## src/rtl/dsa_defs.svh

```systemverilog
// constants of the strobe and address block
`ifndef DSA_DEFS_SVH
`define DSA_DEFS_SVH

// ----------------------------------------------------------------
// address organisation
// ----------------------------------------------------------------
`define DSA_BANKS       8
`define DSA_BANK_BITS   3
`define DSA_ROW_BITS    13
`define DSA_COL_BITS    10
`define DSA_DQ_BITS     16
`define DSA_LANES       2
`define DSA_PAGE_BYTES  (((1 << `DSA_COL_BITS) * `DSA_DQ_BITS) / 8)

// ----------------------------------------------------------------
// address bits with a second meaning
// ----------------------------------------------------------------
`define DSA_BIT_AUTO_PRE   10
`define DSA_BIT_BURST_CHOP 12
`define DSA_BIT_TERM_EN    11
`define DSA_MR_EXTENDED    3'h1

// ----------------------------------------------------------------
// command codes {select, row, column, write}, all active low
// ----------------------------------------------------------------
`define DSA_CMD_ACT   4'h3
`define DSA_CMD_READ  4'h5
`define DSA_CMD_WRITE 4'h4
`define DSA_CMD_PRE   4'h2
`define DSA_CMD_MRS   4'h0

// ----------------------------------------------------------------
// burst lengths and buffering
// ----------------------------------------------------------------
`define DSA_BL8        4'h8
`define DSA_BC4        4'h4
`define DSA_FIFO_DEPTH 16
`define DSA_FIFO_WIDTH 18

`endif

```

## src/rtl/dsa_pkg.sv

```systemverilog
// types shared by the strobe and address block
`include "dsa_defs.svh"

package dsa_pkg;

  // ----------------------------------------------------------------
  // transfer phase
  // ----------------------------------------------------------------
  typedef enum logic [1:0] {PH_IDLE, PH_WRITE, PH_READ} dsa_phase_t;

  // ----------------------------------------------------------------
  // every pin sampled from the controller, in one bundle
  // ----------------------------------------------------------------
  typedef struct packed {
    logic                       linkClk;
    logic                       resetN;
    logic [3:0]                 cmdN;
    logic [`DSA_BANK_BITS-1:0]  bankSelect;
    logic [`DSA_ROW_BITS-1:0]   addr;
    logic                       odt;
    logic [`DSA_DQ_BITS-1:0]    dq;
    logic [`DSA_LANES-1:0]      strobeT;
    logic [`DSA_LANES-1:0]      strobeC;
    logic [`DSA_LANES-1:0]      writeMask;
  } dsa_pins_t;

  // ----------------------------------------------------------------
  // whole state of the top module
  // ----------------------------------------------------------------
  typedef struct packed {
    dsa_pins_t                                   syncA;
    dsa_pins_t                                   syncB;
    logic                                        linkPrev;
    logic [`DSA_LANES-1:0]                       strobePrevT;
    logic [`DSA_LANES-1:0]                       strobePrevV;
    dsa_phase_t                                  phase;
    logic [3:0]                                  beatsLeft;
    logic                                        autoPre;
    logic [`DSA_BANK_BITS-1:0]                   bank;
    logic [`DSA_BANKS-1:0]                       pageOpen;
    logic [`DSA_BANKS-1:0][`DSA_ROW_BITS-1:0]    openRow;
    logic [`DSA_ROW_BITS-1:0]                    extMode;
    logic [`DSA_DQ_BITS-1:0]                     dqOut;
    logic                                        dqOe;
    logic [`DSA_LANES-1:0]                       strobeOutT;
    logic [`DSA_LANES-1:0]                       strobeOutC;
    logic                                        strobeOe;
    logic                                        termOdt;
    logic                                        rdReady;
    logic                                        push;
    logic [`DSA_FIFO_WIDTH-1:0]                  pushData;
    logic                                        overflow;
    logic                                        bstStart;
    logic                                        bstWrite;
    logic                                        bstChop;
    logic [`DSA_ROW_BITS-1:0]                    bstRow;
    logic [`DSA_COL_BITS-1:0]                    bstCol;
  } dsa_state_t;

endpackage : dsa_pkg

```

## src/rtl/dsa_stream_if.sv

```systemverilog
// valid/ready stream carrier between the block and its buffer
`timescale 1ns/1ps
`default_nettype none

interface dsa_stream_if #(parameter int WIDTH = 8);
  logic [WIDTH-1:0] data;
  logic             valid;
  logic             ready;

  modport src (output data, output valid, input ready);
  modport snk (input data, input valid, output ready);
endinterface : dsa_stream_if

`default_nettype wire

```

## src/rtl/dsa_fifo.sv

```systemverilog
// write-data buffer with a registered output stage
`timescale 1ns/1ps
`default_nettype none
`include "dsa_defs.svh"

module dsa_fifo
  import dsa_pkg::*;
#(
  parameter int WIDTH = `DSA_FIFO_WIDTH,
  parameter int DEPTH = `DSA_FIFO_DEPTH
) (
  // system
  input  wire logic  clk,
  input  wire logic  rstn,
  // streams
  dsa_stream_if.snk  inS,
  dsa_stream_if.src  outS
);

  localparam int AW = $clog2(DEPTH);

  typedef struct packed {
    logic [DEPTH-1:0][WIDTH-1:0] mem;
    logic [AW-1:0]               wrPtr;
    logic [AW-1:0]               rdPtr;
    logic [AW:0]                 count;
    logic [WIDTH-1:0]            outData;
    logic                        outValid;
  } dsa_fifo_state_t;

  dsa_fifo_state_t st_r;
  dsa_fifo_state_t st_nxt;
  logic            inReady;
  logic            doPush;
  logic            doPop;

  // ----------------------------------------------------------------
  // next state: pointers wrap because the depth is a power of two
  // ----------------------------------------------------------------
  always_comb begin
    st_nxt  = st_r;
    inReady = (st_r.count < (AW+1)'(DEPTH));
    doPush  = inS.valid && inReady;
    doPop   = (st_r.count != '0) && (!st_r.outValid || outS.ready);
    if (doPush) begin
      st_nxt.mem[st_r.wrPtr] = inS.data;
      st_nxt.wrPtr           = st_r.wrPtr + 1'b1;
    end
    if (doPop) begin
      st_nxt.outData  = st_r.mem[st_r.rdPtr];
      st_nxt.outValid = 1'b1;
      st_nxt.rdPtr    = st_r.rdPtr + 1'b1;
    end else if (outS.ready) begin
      st_nxt.outValid = 1'b0;
    end
    if (doPush && !doPop) begin
      st_nxt.count = st_r.count + 1'b1;
    end else if (doPop && !doPush) begin
      st_nxt.count = st_r.count - 1'b1;
    end
  end

  // state register
  always_ff @(posedge clk) begin
    if (!rstn) begin
      st_r <= '0;
    end else begin
      st_r <= st_nxt;
    end
  end

  // stream ports
  assign inS.ready  = inReady;
  assign outS.data  = st_r.outData;
  assign outS.valid = st_r.outValid;

endmodule : dsa_fifo

`default_nettype wire

```

## src/rtl/dsa_strobe_addr.sv

```systemverilog
// strobe alignment, address decode and page tracking of the memory die
//
// Functional notes
// - memory reset pin low forces reset; operation only while it is high
// - device drives strobes on reads, controller drives them on writes
// - read strobe edges coincide with data changes; write strobes centred
// - every strobe is a true/complement pair; single-ended is unsupported
// - termination enable bit set: termination strobe gets strobe termination
// - termination enable bit clear: shared pin is the write mask
// - activate opens one page per bank; page is 2KB on this part
// - bit 10: auto precharge on read/write, all banks on precharge
// - bit 12 on read/write: low chops burst to four, high gives eight
// - bank bits pick the bank, or the mode register on mode set
`timescale 1ns/1ps
`default_nettype none

module dsa_strobe_addr
  import dsa_pkg::*;
(
  // system
  input  wire logic                        clk,
  input  wire logic                        rstn,
  // command and address pins
  input  wire logic                        linkClk,
  input  wire logic                        resetPinN,
  input  wire logic                        csN,
  input  wire logic                        rasN,
  input  wire logic                        casN,
  input  wire logic                        weN,
  input  wire logic [`DSA_BANK_BITS-1:0]   bankSelect,
  input  wire logic [`DSA_ROW_BITS-1:0]    addr,
  input  wire logic                        odt,
  // data and strobe pins, lane 0 lower byte, lane 1 upper byte
  input  wire logic [`DSA_DQ_BITS-1:0]     dqIn,
  output var  logic [`DSA_DQ_BITS-1:0]     dqOut,
  output var  logic                        dqOe,
  input  wire logic [`DSA_LANES-1:0]       byteStrobeIn,
  input  wire logic [`DSA_LANES-1:0]       byteStrobeCompIn,
  output var  logic [`DSA_LANES-1:0]       byteStrobeOut,
  output var  logic [`DSA_LANES-1:0]       byteStrobeCompOut,
  output var  logic                        byteStrobeOe,
  input  wire logic [`DSA_LANES-1:0]       writeMaskPin,
  output var  logic                        terminationStrobeOdt,
  // write data toward the array: {mask, data}
  output var  logic [`DSA_FIFO_WIDTH-1:0]  arrData,
  output var  logic                        arrValid,
  input  wire logic                        arrReady,
  // read data from the array
  input  wire logic [`DSA_DQ_BITS-1:0]     rdData,
  input  wire logic                        rdValid,
  output var  logic                        rdReady,
  // burst descriptor and status
  output var  logic                        bstStart,
  output var  logic                        bstWrite,
  output var  logic                        bstChop,
  output var  logic                        bstAutoPre,
  output var  logic [`DSA_BANK_BITS-1:0]   bstBank,
  output var  logic [`DSA_ROW_BITS-1:0]    bstRow,
  output var  logic [`DSA_COL_BITS-1:0]    bstCol,
  output var  logic [`DSA_BANKS-1:0]       pageOpen,
  output var  logic                        terminationStrobeEnable,
  output var  logic                        writeOverflow
);

  // ----------------------------------------------------------------
  // declarations
  // ----------------------------------------------------------------
  dsa_state_t             st_r;
  dsa_state_t             st_nxt;
  dsa_pins_t              pinsIn;
  logic [`DSA_LANES-1:0]  laneValid;
  logic [`DSA_LANES-1:0]  laneEdge;
  logic                   linkRise;
  logic                   linkEdge;
  logic                   cmdAct;
  logic                   cmdRead;
  logic                   cmdWrite;
  logic                   cmdPre;
  logic                   cmdMrs;
  logic                   termEn;

  dsa_stream_if #(.WIDTH(`DSA_FIFO_WIDTH)) pushIf ();
  dsa_stream_if #(.WIDTH(`DSA_FIFO_WIDTH)) popIf ();

  // command match on the synchronised pins, gated by a live rising edge
  function automatic logic isCmd(input dsa_pins_t p, input logic rise, input logic [3:0] code);
    isCmd = rise && p.resetN && (p.cmdN == code);
  endfunction : isCmd

  // close one bank's page when asked
  function automatic logic [`DSA_BANKS-1:0] closeBank(input logic [`DSA_BANKS-1:0] open,
                                                      input logic [`DSA_BANK_BITS-1:0] b,
                                                      input logic doIt);
    closeBank = open;
    if (doIt) begin
      closeBank[b] = 1'b0;
    end
  endfunction : closeBank

  // ----------------------------------------------------------------
  // pin bundle and decode on the second synchroniser stage
  // ----------------------------------------------------------------
  assign pinsIn = '{linkClk: linkClk, resetN: resetPinN, cmdN: {csN, rasN, casN, weN},
                    bankSelect: bankSelect, addr: addr, odt: odt, dq: dqIn,
                    strobeT: byteStrobeIn, strobeC: byteStrobeCompIn,
                    writeMask: writeMaskPin};
  assign linkRise = st_r.syncB.linkClk && !st_r.linkPrev;
  assign linkEdge = st_r.syncB.linkClk != st_r.linkPrev;
  assign cmdAct   = isCmd(st_r.syncB, linkRise, `DSA_CMD_ACT);
  assign cmdRead  = isCmd(st_r.syncB, linkRise, `DSA_CMD_READ);
  assign cmdWrite = isCmd(st_r.syncB, linkRise, `DSA_CMD_WRITE);
  assign cmdPre   = isCmd(st_r.syncB, linkRise, `DSA_CMD_PRE);
  assign cmdMrs   = isCmd(st_r.syncB, linkRise, `DSA_CMD_MRS);
  assign termEn   = st_r.extMode[`DSA_BIT_TERM_EN];

  // ----------------------------------------------------------------
  // next state
  // ----------------------------------------------------------------
  always_comb begin
    st_nxt          = st_r;
    st_nxt.syncA    = pinsIn;
    st_nxt.syncB    = st_r.syncA;
    st_nxt.linkPrev = st_r.syncB.linkClk;
    st_nxt.push     = 1'b0;
    st_nxt.rdReady  = 1'b0;
    st_nxt.bstStart = 1'b0;

    // a lane edge counts only while the pair is complementary
    laneValid = st_r.syncB.strobeT ^ st_r.syncB.strobeC;
    laneEdge  = laneValid & st_r.strobePrevV & (st_r.syncB.strobeT ^ st_r.strobePrevT);
    st_nxt.strobePrevT = st_r.syncB.strobeT;
    st_nxt.strobePrevV = laneValid;

    // termination pair follows strobe termination only when enabled
    st_nxt.termOdt = termEn && st_r.syncB.odt;

    // activate: open one page in the selected bank
    if (cmdAct) begin
      st_nxt.pageOpen[st_r.syncB.bankSelect] = 1'b1;
      st_nxt.openRow[st_r.syncB.bankSelect]  = st_r.syncB.addr;
    end

    // precharge: one bank or all banks
    if (cmdPre) begin
      if (st_r.syncB.addr[`DSA_BIT_AUTO_PRE]) begin
        st_nxt.pageOpen = '0;
      end else begin
        st_nxt.pageOpen = closeBank(st_r.pageOpen, st_r.syncB.bankSelect, 1'b1);
      end
    end

    // mode set: the bank bits name the register
    if (cmdMrs && st_r.syncB.bankSelect == `DSA_MR_EXTENDED) begin
      st_nxt.extMode = st_r.syncB.addr;
    end

    // a new burst is only taken while idle
    if ((cmdRead || cmdWrite) && st_r.phase == PH_IDLE) begin
      st_nxt.beatsLeft = st_r.syncB.addr[`DSA_BIT_BURST_CHOP] ? `DSA_BL8 : `DSA_BC4;
      st_nxt.autoPre   = st_r.syncB.addr[`DSA_BIT_AUTO_PRE];
      st_nxt.bank      = st_r.syncB.bankSelect;
      st_nxt.bstStart  = 1'b1;
      st_nxt.bstWrite  = cmdWrite;
      st_nxt.bstChop   = !st_r.syncB.addr[`DSA_BIT_BURST_CHOP];
      st_nxt.bstRow    = st_r.openRow[st_r.syncB.bankSelect];
      st_nxt.bstCol    = st_r.syncB.addr[`DSA_COL_BITS-1:0];
      if (cmdRead) begin
        // preamble: pair driven low/high before the first beat
        st_nxt.phase      = PH_READ;
        st_nxt.strobeOe   = 1'b1;
        st_nxt.dqOe       = 1'b1;
        st_nxt.strobeOutT = '0;
        st_nxt.strobeOutC = '1;
      end else begin
        st_nxt.phase = PH_WRITE;
      end
    end

    unique case (st_r.phase)
      PH_IDLE: begin
      end
      PH_WRITE: begin
        // both lanes are launched together, so one word per joint edge
        if (&laneEdge) begin
          if (pushIf.ready && !st_r.push) begin
            st_nxt.push     = 1'b1;
            st_nxt.pushData = {termEn ? {`DSA_LANES{1'b0}} : st_r.syncB.writeMask,
                               st_r.syncB.dq};
          end else begin
            st_nxt.overflow = 1'b1;
          end
          st_nxt.beatsLeft = st_r.beatsLeft - 1'b1;
          if (st_r.beatsLeft == 4'h1) begin
            st_nxt.phase    = PH_IDLE;
            st_nxt.pageOpen = closeBank(st_nxt.pageOpen, st_r.bank, st_r.autoPre);
          end
        end
      end
      PH_READ: begin
        if (st_r.rdReady) begin
          // data and strobe leave the same flop edge, so edges line up
          st_nxt.dqOut      = rdValid ? rdData : st_r.dqOut;
          st_nxt.strobeOutT = ~st_r.strobeOutT;
          st_nxt.strobeOutC = ~st_r.strobeOutC;
          st_nxt.beatsLeft  = st_r.beatsLeft - 1'b1;
        end else if (linkEdge) begin
          if (st_r.beatsLeft != 4'h0) begin
            st_nxt.rdReady = 1'b1;
          end else begin
            // postamble over: hand the strobe back to the controller
            st_nxt.phase    = PH_IDLE;
            st_nxt.strobeOe = 1'b0;
            st_nxt.dqOe     = 1'b0;
            st_nxt.pageOpen = closeBank(st_nxt.pageOpen, st_r.bank, st_r.autoPre);
          end
        end
      end
    endcase

    // pin reset wipes everything but the synchronisers themselves
    if (!st_r.syncB.resetN) begin
      st_nxt          = '0;
      st_nxt.syncA    = pinsIn;
      st_nxt.syncB    = st_r.syncA;
      st_nxt.linkPrev = st_r.syncB.linkClk;
    end
  end

  // state register
  always_ff @(posedge clk) begin
    if (!rstn) begin
      st_r <= '0;
    end else begin
      st_r <= st_nxt;
    end
  end

  // ----------------------------------------------------------------
  // write-data buffer; full drops beats and raises the overflow flag
  // ----------------------------------------------------------------
  assign pushIf.data  = st_r.pushData;
  assign pushIf.valid = st_r.push;
  assign popIf.ready  = arrReady;

  dsa_fifo #(.WIDTH(`DSA_FIFO_WIDTH), .DEPTH(`DSA_FIFO_DEPTH)) u_fifo (
    .clk  (clk),
    .rstn (rstn),
    .inS  (pushIf.snk),
    .outS (popIf.src)
  );

  // outputs, all flops
  assign arrData                 = popIf.data;
  assign arrValid                = popIf.valid;
  assign dqOut                   = st_r.dqOut;
  assign dqOe                    = st_r.dqOe;
  assign byteStrobeOut           = st_r.strobeOutT;
  assign byteStrobeCompOut       = st_r.strobeOutC;
  assign byteStrobeOe            = st_r.strobeOe;
  assign terminationStrobeOdt    = st_r.termOdt;
  assign rdReady                 = st_r.rdReady;
  assign bstStart                = st_r.bstStart;
  assign bstWrite                = st_r.bstWrite;
  assign bstChop                 = st_r.bstChop;
  assign bstAutoPre              = st_r.autoPre;
  assign bstBank                 = st_r.bank;
  assign bstRow                  = st_r.bstRow;
  assign bstCol                  = st_r.bstCol;
  assign pageOpen                = st_r.pageOpen;
  assign terminationStrobeEnable = termEn;
  assign writeOverflow           = st_r.overflow;
endmodule : dsa_strobe_addr

`default_nettype wire

```

## config.mk

```make
export PLATFORM = sky130hd
export DESIGN_NAME = dsa_strobe_addr
export DESIGN_NICKNAME = d
export VERILOG_FILES = /design/src/rtl/dsa_pkg.sv /design/src/rtl/dsa_stream_if.sv /design/src/rtl/dsa_fifo.sv /design/src/rtl/dsa_strobe_addr.sv
export VERILOG_INCLUDE_DIRS = /design/src /design/src/rtl
export SDC_FILE = /design/constraint.sdc
export NUM_CORES = 1
export LEC_CHECK = 0
export ABC_AREA = 1
export BUFFER_PORTS_ARGS = -buffer_cell sky130_fd_sc_hd__buf_2
export CAP_MARGIN = 25
export CORE_MARGIN = 8
export CORE_UTILIZATION = 40
export CTS_BUF_LIST = sky130_fd_sc_hd__clkbuf_16
export CTS_CLUSTER_SIZE = 12
export DETAILED_ROUTE_END_ITERATION = 10
export GPL_TIMING_DRIVEN = 0
export PLACE_DENSITY = 0.67
export SLEW_MARGIN = 40
export SYNTH_ARGS = -nofsm -noshare
export SYNTH_HDL_FRONTEND = slang
export SYNTH_HIERARCHICAL = 1
export SYNTH_SLANG_ARGS = --single-unit
```

## constraint.sdc

```tcl
create_clock -name clk -period 2.2 [get_ports clk]
set_input_delay 0 -clock clk [delete_from_list [all_inputs] [get_ports clk]]
set_output_delay 0 -clock clk [all_outputs]
set_load 0.01 [all_outputs]
```

Yosys cells after proc, flatten, opt, wreduce, memory -nomap -nowiden
Index checks and enable logic that the tools add are counted.
Widths: inputs -> output; s select.

word-level totals
  register bits after elaboration = 620
  word-level logic and storage cells = 202

operators by class
  add/subtract/negate cells = 5
  order comparisons = 8
  eq/ne operators = 9
  reductions and logical operators = 39
  bitwise logic cells = 16
  mux-type cells = 52

operator list
  kind                number
  $bwmux 288          1
  $mux 112            1
  $bwmux 104          1
  $bmux 18 s4         1
  $demux 18 s4        1
  $mux 8              8
  $bmux 13 s3         1
  $demux 13 s3        1
  $mux 18             2
  $mux 13             2
  $mux 26             1
  $mux 6              4
  $mux 19             1
  $logic_and 1x1->1   18
  $and 8x8->8         2
  $not 8->8           2
  $pmux 8 s2          1
  $mux 2              6
  $mux 4              3
  $pmux 6 s2          1
  $mux 1              11
  $lt 4x5->1 const B  2
  $mux 10             1
  $mux 5              2
  33 further kinds    55

Logic depth before layout (Yosys ltp)
  depth after elaboration = 14
  depth in mapped cells = 12
  gate-level depth less buffers = 12

Cells and area by module
The synthesis kept the hierarchy.

by module, submodules not included
  module           cells each  area each (µm²)  seq. area each (µm²)  times used
  dsa_fifo         2,142       14,779.2         6,406.1               1
  dsa_strobe_addr  1,481       11,279.6         5,765.5               1

Worst setup path before layout
OpenSTA, ideal clock, no wires.

  path kind = register to register
  start point = register u_fifo/st_r[23] (netlist name)
  end point = register u_fifo/st_r[22] (netlist name)
  data required time = 2.085 ns
  slack = 0.318 ns
  setup time = 0.115 ns
  period minus slack after synthesis = 1.882 ns
  cell stages (with the launch flop) = 12
  buffers on the path = 0
  data arrival time = 1.766 ns
  cell sequence = dfxtp_1 > inv_2 > nand4_1 > nand2_2 > ha_1 > inv_1 > ha_1 > a21oi_1 > nand2_1 > xor2_1 > o21ai_0 > inv_1

on the way
  cells in the longest elaborated chain, start to end = 5
  elaborated cells on any way between the ends = 10

RTL lines
  item                         line                source
  start, declared              dsa_fifo.sv:31      dsa_fifo_state_t st_r;
  start signal, assigned       dsa_fifo.sv:68      st_r <= st_nxt;
  $lt 5x5->1 (*)               dsa_fifo.sv:42      inReady = (st_r.count < (AW+1)'(DEPTH));
  net pushIf.ready             dsa_stream_if.sv:8  logic ready;
  $logic_and 1x1->1 (*)        dsa_fifo.sv:43      doPush = inS.valid && inReady;
  $logic_not 1->1              dsa_fifo.sv:58      end else if (doPop && !doPush) begin
  $logic_and 1x1->1            dsa_fifo.sv:58
  $reduce_bool 2->1 (no line)  n/a

The timed path passes the listed nets; every way through them passes the cells marked *.
A chain may end at the register's enable or synchronous reset.

==> qor.yml <==
worst_setup_path:
  crit_path_frequent_cell: "nand2_1"
  cp_top_family: "simple AND/OR/NAND/NOR gates"
  timing.rr.start: "st_r[203]"
  r2r.worst_path.cells: 10
  crit_path_cell_trace: "inv_1, ha_1, nand2_1, nor2_1, nand2_1, clkbuf_1, a21oi_1, nand3_1, nand2_1, inv_1"
  crit_slowest_cell: "clkbuf_1"
  crit_fanout: 10
  worstPathRequired_ns: 2.68
  cp.arrival_ns: 2.58
  path_class: "flip-flop to flip-flop"
  critPathMaxStageDelay_ns: 0.37
  reg2reg_slack_ns: 0.1
  cp-end-kind: "flip-flop"
  path_buf_inv: 3
  r2r_end: "bstRow[7]"
  startpoint_type: "flip-flop"
outcome:
  outcome: "completed"
sta:
  fin_crit_ns: 2.10
  finClkSkew_ns: 0.0244
  finalMaxSlewViolations: 0
  worst_pin_slew_ns: 0.897
  setup_slack_ns: 0.0956
  finalSetupViolCount: 0
  rsz0062_at_grt: "false"
  slew-limit-headroom_pct: 40.2
  hold_violations: 0
  max_freq_ghz: 0.475
  min_period_over_period_pct: 95.7
  finalSetupTns_ns: 0
yosys:
  syn_area_per_cell_um2: 7.19
  synth_edf_count: 0
  yosysWarnings: 6
  synth_top_area_share_pct: 46.7
  seq_area_frac_synth_pct: 46.7
  synth_top_flop_cell: "dfxtp_1"
  yosys-top-cells-area: "dfxtp_1 (47%), o21ai_0 (8.3%), nand2_1 (8.0%)"
  synth-seq-cells: 608
  netlist_instances: 3623
  synth_top_area_cell: "dfxtp_1"
  synth_nets: 3704
  syn_area_mm2: 0.0261
  synth-async-reset-ratio_pct: 0
  synth_cell_type_count: 40
cts:
  clockBufferDepth: 3
  numCtsBuffers: 66
  clkSinkCount: 608
  insertion_delay_ns: 0.60
  tritoncts: "done"
  clock-root-buffer: "clkbuf_16"
  clk_pin_slew_ns: 0.06
  ctsHtreeMaxLevel: 3
finish:
  area_growth_pct: 16.9
  final_area_mm2: 0.0305
  fillerInstances: 6477
  num_antenna_cells: 0
  fin_util_pct: 47.3
  drive_gt1_share_pct: 12.6
  layout.nets: 3982
detailed_routing:
  drtAntennaViolNets: 0
  vias: 24188
  post_drt_wl_per_cell_um: 17.4
  firstDrtPassIters: 5
  drt-initial-drc-count: 2215
  viasPerCell: 5.04
  drt_wl_total_mm: 83.7
  drc_errors: 0
power_and_ir_drop:
  powerDensity_mw_per_mm2: 923
  fin_total_pwr_uw: 28100
  peakVddDrop_mv: 0.515
  cellLeakagePower_uw: 0.0134
global_routing:
  grt_max_degree: 13
  gr-total-overflow: 0
  grt_use_total_pct: 21.9
  antenna_found_initial: 1
  grt_pass1_wl_mm: 129
  grt_pass1_vias: 22827
floorplan:
  initial_utilization_pct: 40.4
  die_x_um: 271
  die_y_um: 271
  rows: 93
  fp.dieArea_mm2: 0.0736
  core_area_mm2: 0.0645
  ios: 148
worst_hold_path:
  hold_depth: 4
  hold_class: "input pin to flip-flop"
  hp-start: "dqIn[2]"
  hold_end: "st_r[263]"
placed_design:
  hpwlAfterDp_mm: 59.6
  io_buffers: 146
  pre_cts_slack_ns: 0.0578
  place_congestion: 0.978
  placed_area_mm2: 0.0279
job:
  drv_cap: 0
## placed cells by master, fill, tap and decap left out, types with 6 or more instances in the layout
cell type and instances:
xor2_1 6, o21ai_0 433, a21oi_1 390, clkinv_1 14
clkbuf_1 97, dlygate4sd3_1 64, buf_6 16, buf_4 80
nand3_2 10, o22ai_1 18, o21ai_1 20, nor2_1 381
nand4_1 6, inv_1 515, clkbuf_2 18, buf_2 231
dfxtp_1 608, nand3_1 296, nand2_1 551, nand2_4 9
nand2_2 13, inv_2 19, ha_1 14, clkbuf_16 68
buf_1 10, clkinv_2 7
## synth_stat cells, types with 2 or more instances
cell type,n
a211oi_1,3
a21oi_1,390
a31oi_1,5
buf_1,11
buf_2,85
buf_4,79
buf_6,16
clkbuf_1,104
clkbuf_2,12
clkinv_1,2
clkinv_2,2
clkinv_4,2
dfxtp_1,608
ha_1,15
inv_1,500
inv_2,18
nand2_1,552
nand2_2,13
nand2_4,8
nand3_1,297
nand3_2,9
nand4_1,6
nor2_1,381
nor2_2,2
nor2_4,5
nor2_8,4
nor3_1,4
nor4_1,2
o21a_1,2
o21ai_0,433
o21ai_1,20
o221ai_1,2
o22ai_1,18
or2_2,2
xor2_1,6
## cells by family (layout without fill, tap and decap cells)
| family | count (synthesis) | count (layout) | synth area share (%) |
|---|---|---|---|
| XOR/XNOR | 7 | 7 | 0.235 |
| buffers and inverters | 831 | 1148 | 14.1 |
| adder cells (fa/ha/maj) | 16 | 16 | 0.797 |
| AND/OR/NAND/NOR | 1287 | 1287 | 21.2 |
| AO/OA/AOI/OAI | 874 | 874 | 17.0 |
| flip-flops | 608 | 608 | 46.7 |
## cell type report
cell class / count / area [um2] / share of cell area, %
buffer: 306 / 1700 / 5.57
clock buffer: 68 / 1700 / 5.58
clock inverter: 39 / 231 / 0.760
inverter: 524 / 1980 / 6.50
multi-input combinational: 2184 / 10200 / 33.6
sequential: 608 / 12200 / 39.9
tap: 855 / 1070 / 3.51
timing repair buffer: 211 / 1380 / 4.52
## stage by stage
| stage | hold slack (ns) | instances |
|---|---|---|
| 6_report | 0.128 | 4795 |
| 5_1_grt | 0.143 | 4795 |
| 4_1_cts | 0.102 | 4795 |
| 3_5_place_dp | 0.185 | 4624 |
| 3_3_place_gp | 0.185 | 4624 |
| 2_1_floorplan | 0.0976 | 3623 |
## flip-flops by register name, summed over array words and instances (netlist names), 2 cells and up
name and flops:
u_fifo/st_r 301, st_r 205, pushIf.data 18, u_fifo/outS.data 18
dqOut 16, bstRow 13, bstCol 10, pageOpen 8
bstBank 3, byteStrobeCompOut 2, byteStrobeOut 2
## metal layers
layer | vias to the layer above | wire length [um] | global-route usage [%]
li1 | 11977 | - | -
met1 | 11105 | 36600 | 28.9
met2 | 949 | 36700 | 34.1
met3 | 157 | 7320 | 5.31
met4 | 0 | 3080 | 8.77
met5 | - | 0 | 0
## worst max path at each step
stage / startpoint / to / slack, ns / depth (start not counted)
floorplan: u_fifo/st_r[23] / u_fifo/st_r[22] / 0.32 / 11
global placement: u_fifo/st_r[20] / u_fifo/st_r[22] / 0.05 / 11
detailed placement: u_fifo/st_r[20] / u_fifo/st_r[22] / 0.06 / 11
CTS: u_fifo/st_r[20] / u_fifo/st_r[22] / 0.04 / 11
global route: st_r[204] / bstRow[7] / 0.01 / 10
finish: st_r[203] / bstRow[7] / 0.1 / 10
## tightest hold or removal path, cell delays in order
cell,delay [ns]
dlygate4sd3_1,0.52
buf_2,0.09
nand2_1,0.04
inv_1,0.04
## report_power, final
group	switching [uW]	internal [uW]
clock	4420	5790
sequential	166	11300
combinational	4420	2070
## what timing repair did
action	in CTS	in global routing
hold buffers	64	0
resized for setup	0	6
setup endpoints to repair	0	14
buffers inserted	0	1
hold endpoints to repair	70	0
(Power assumes the default switching activity.)
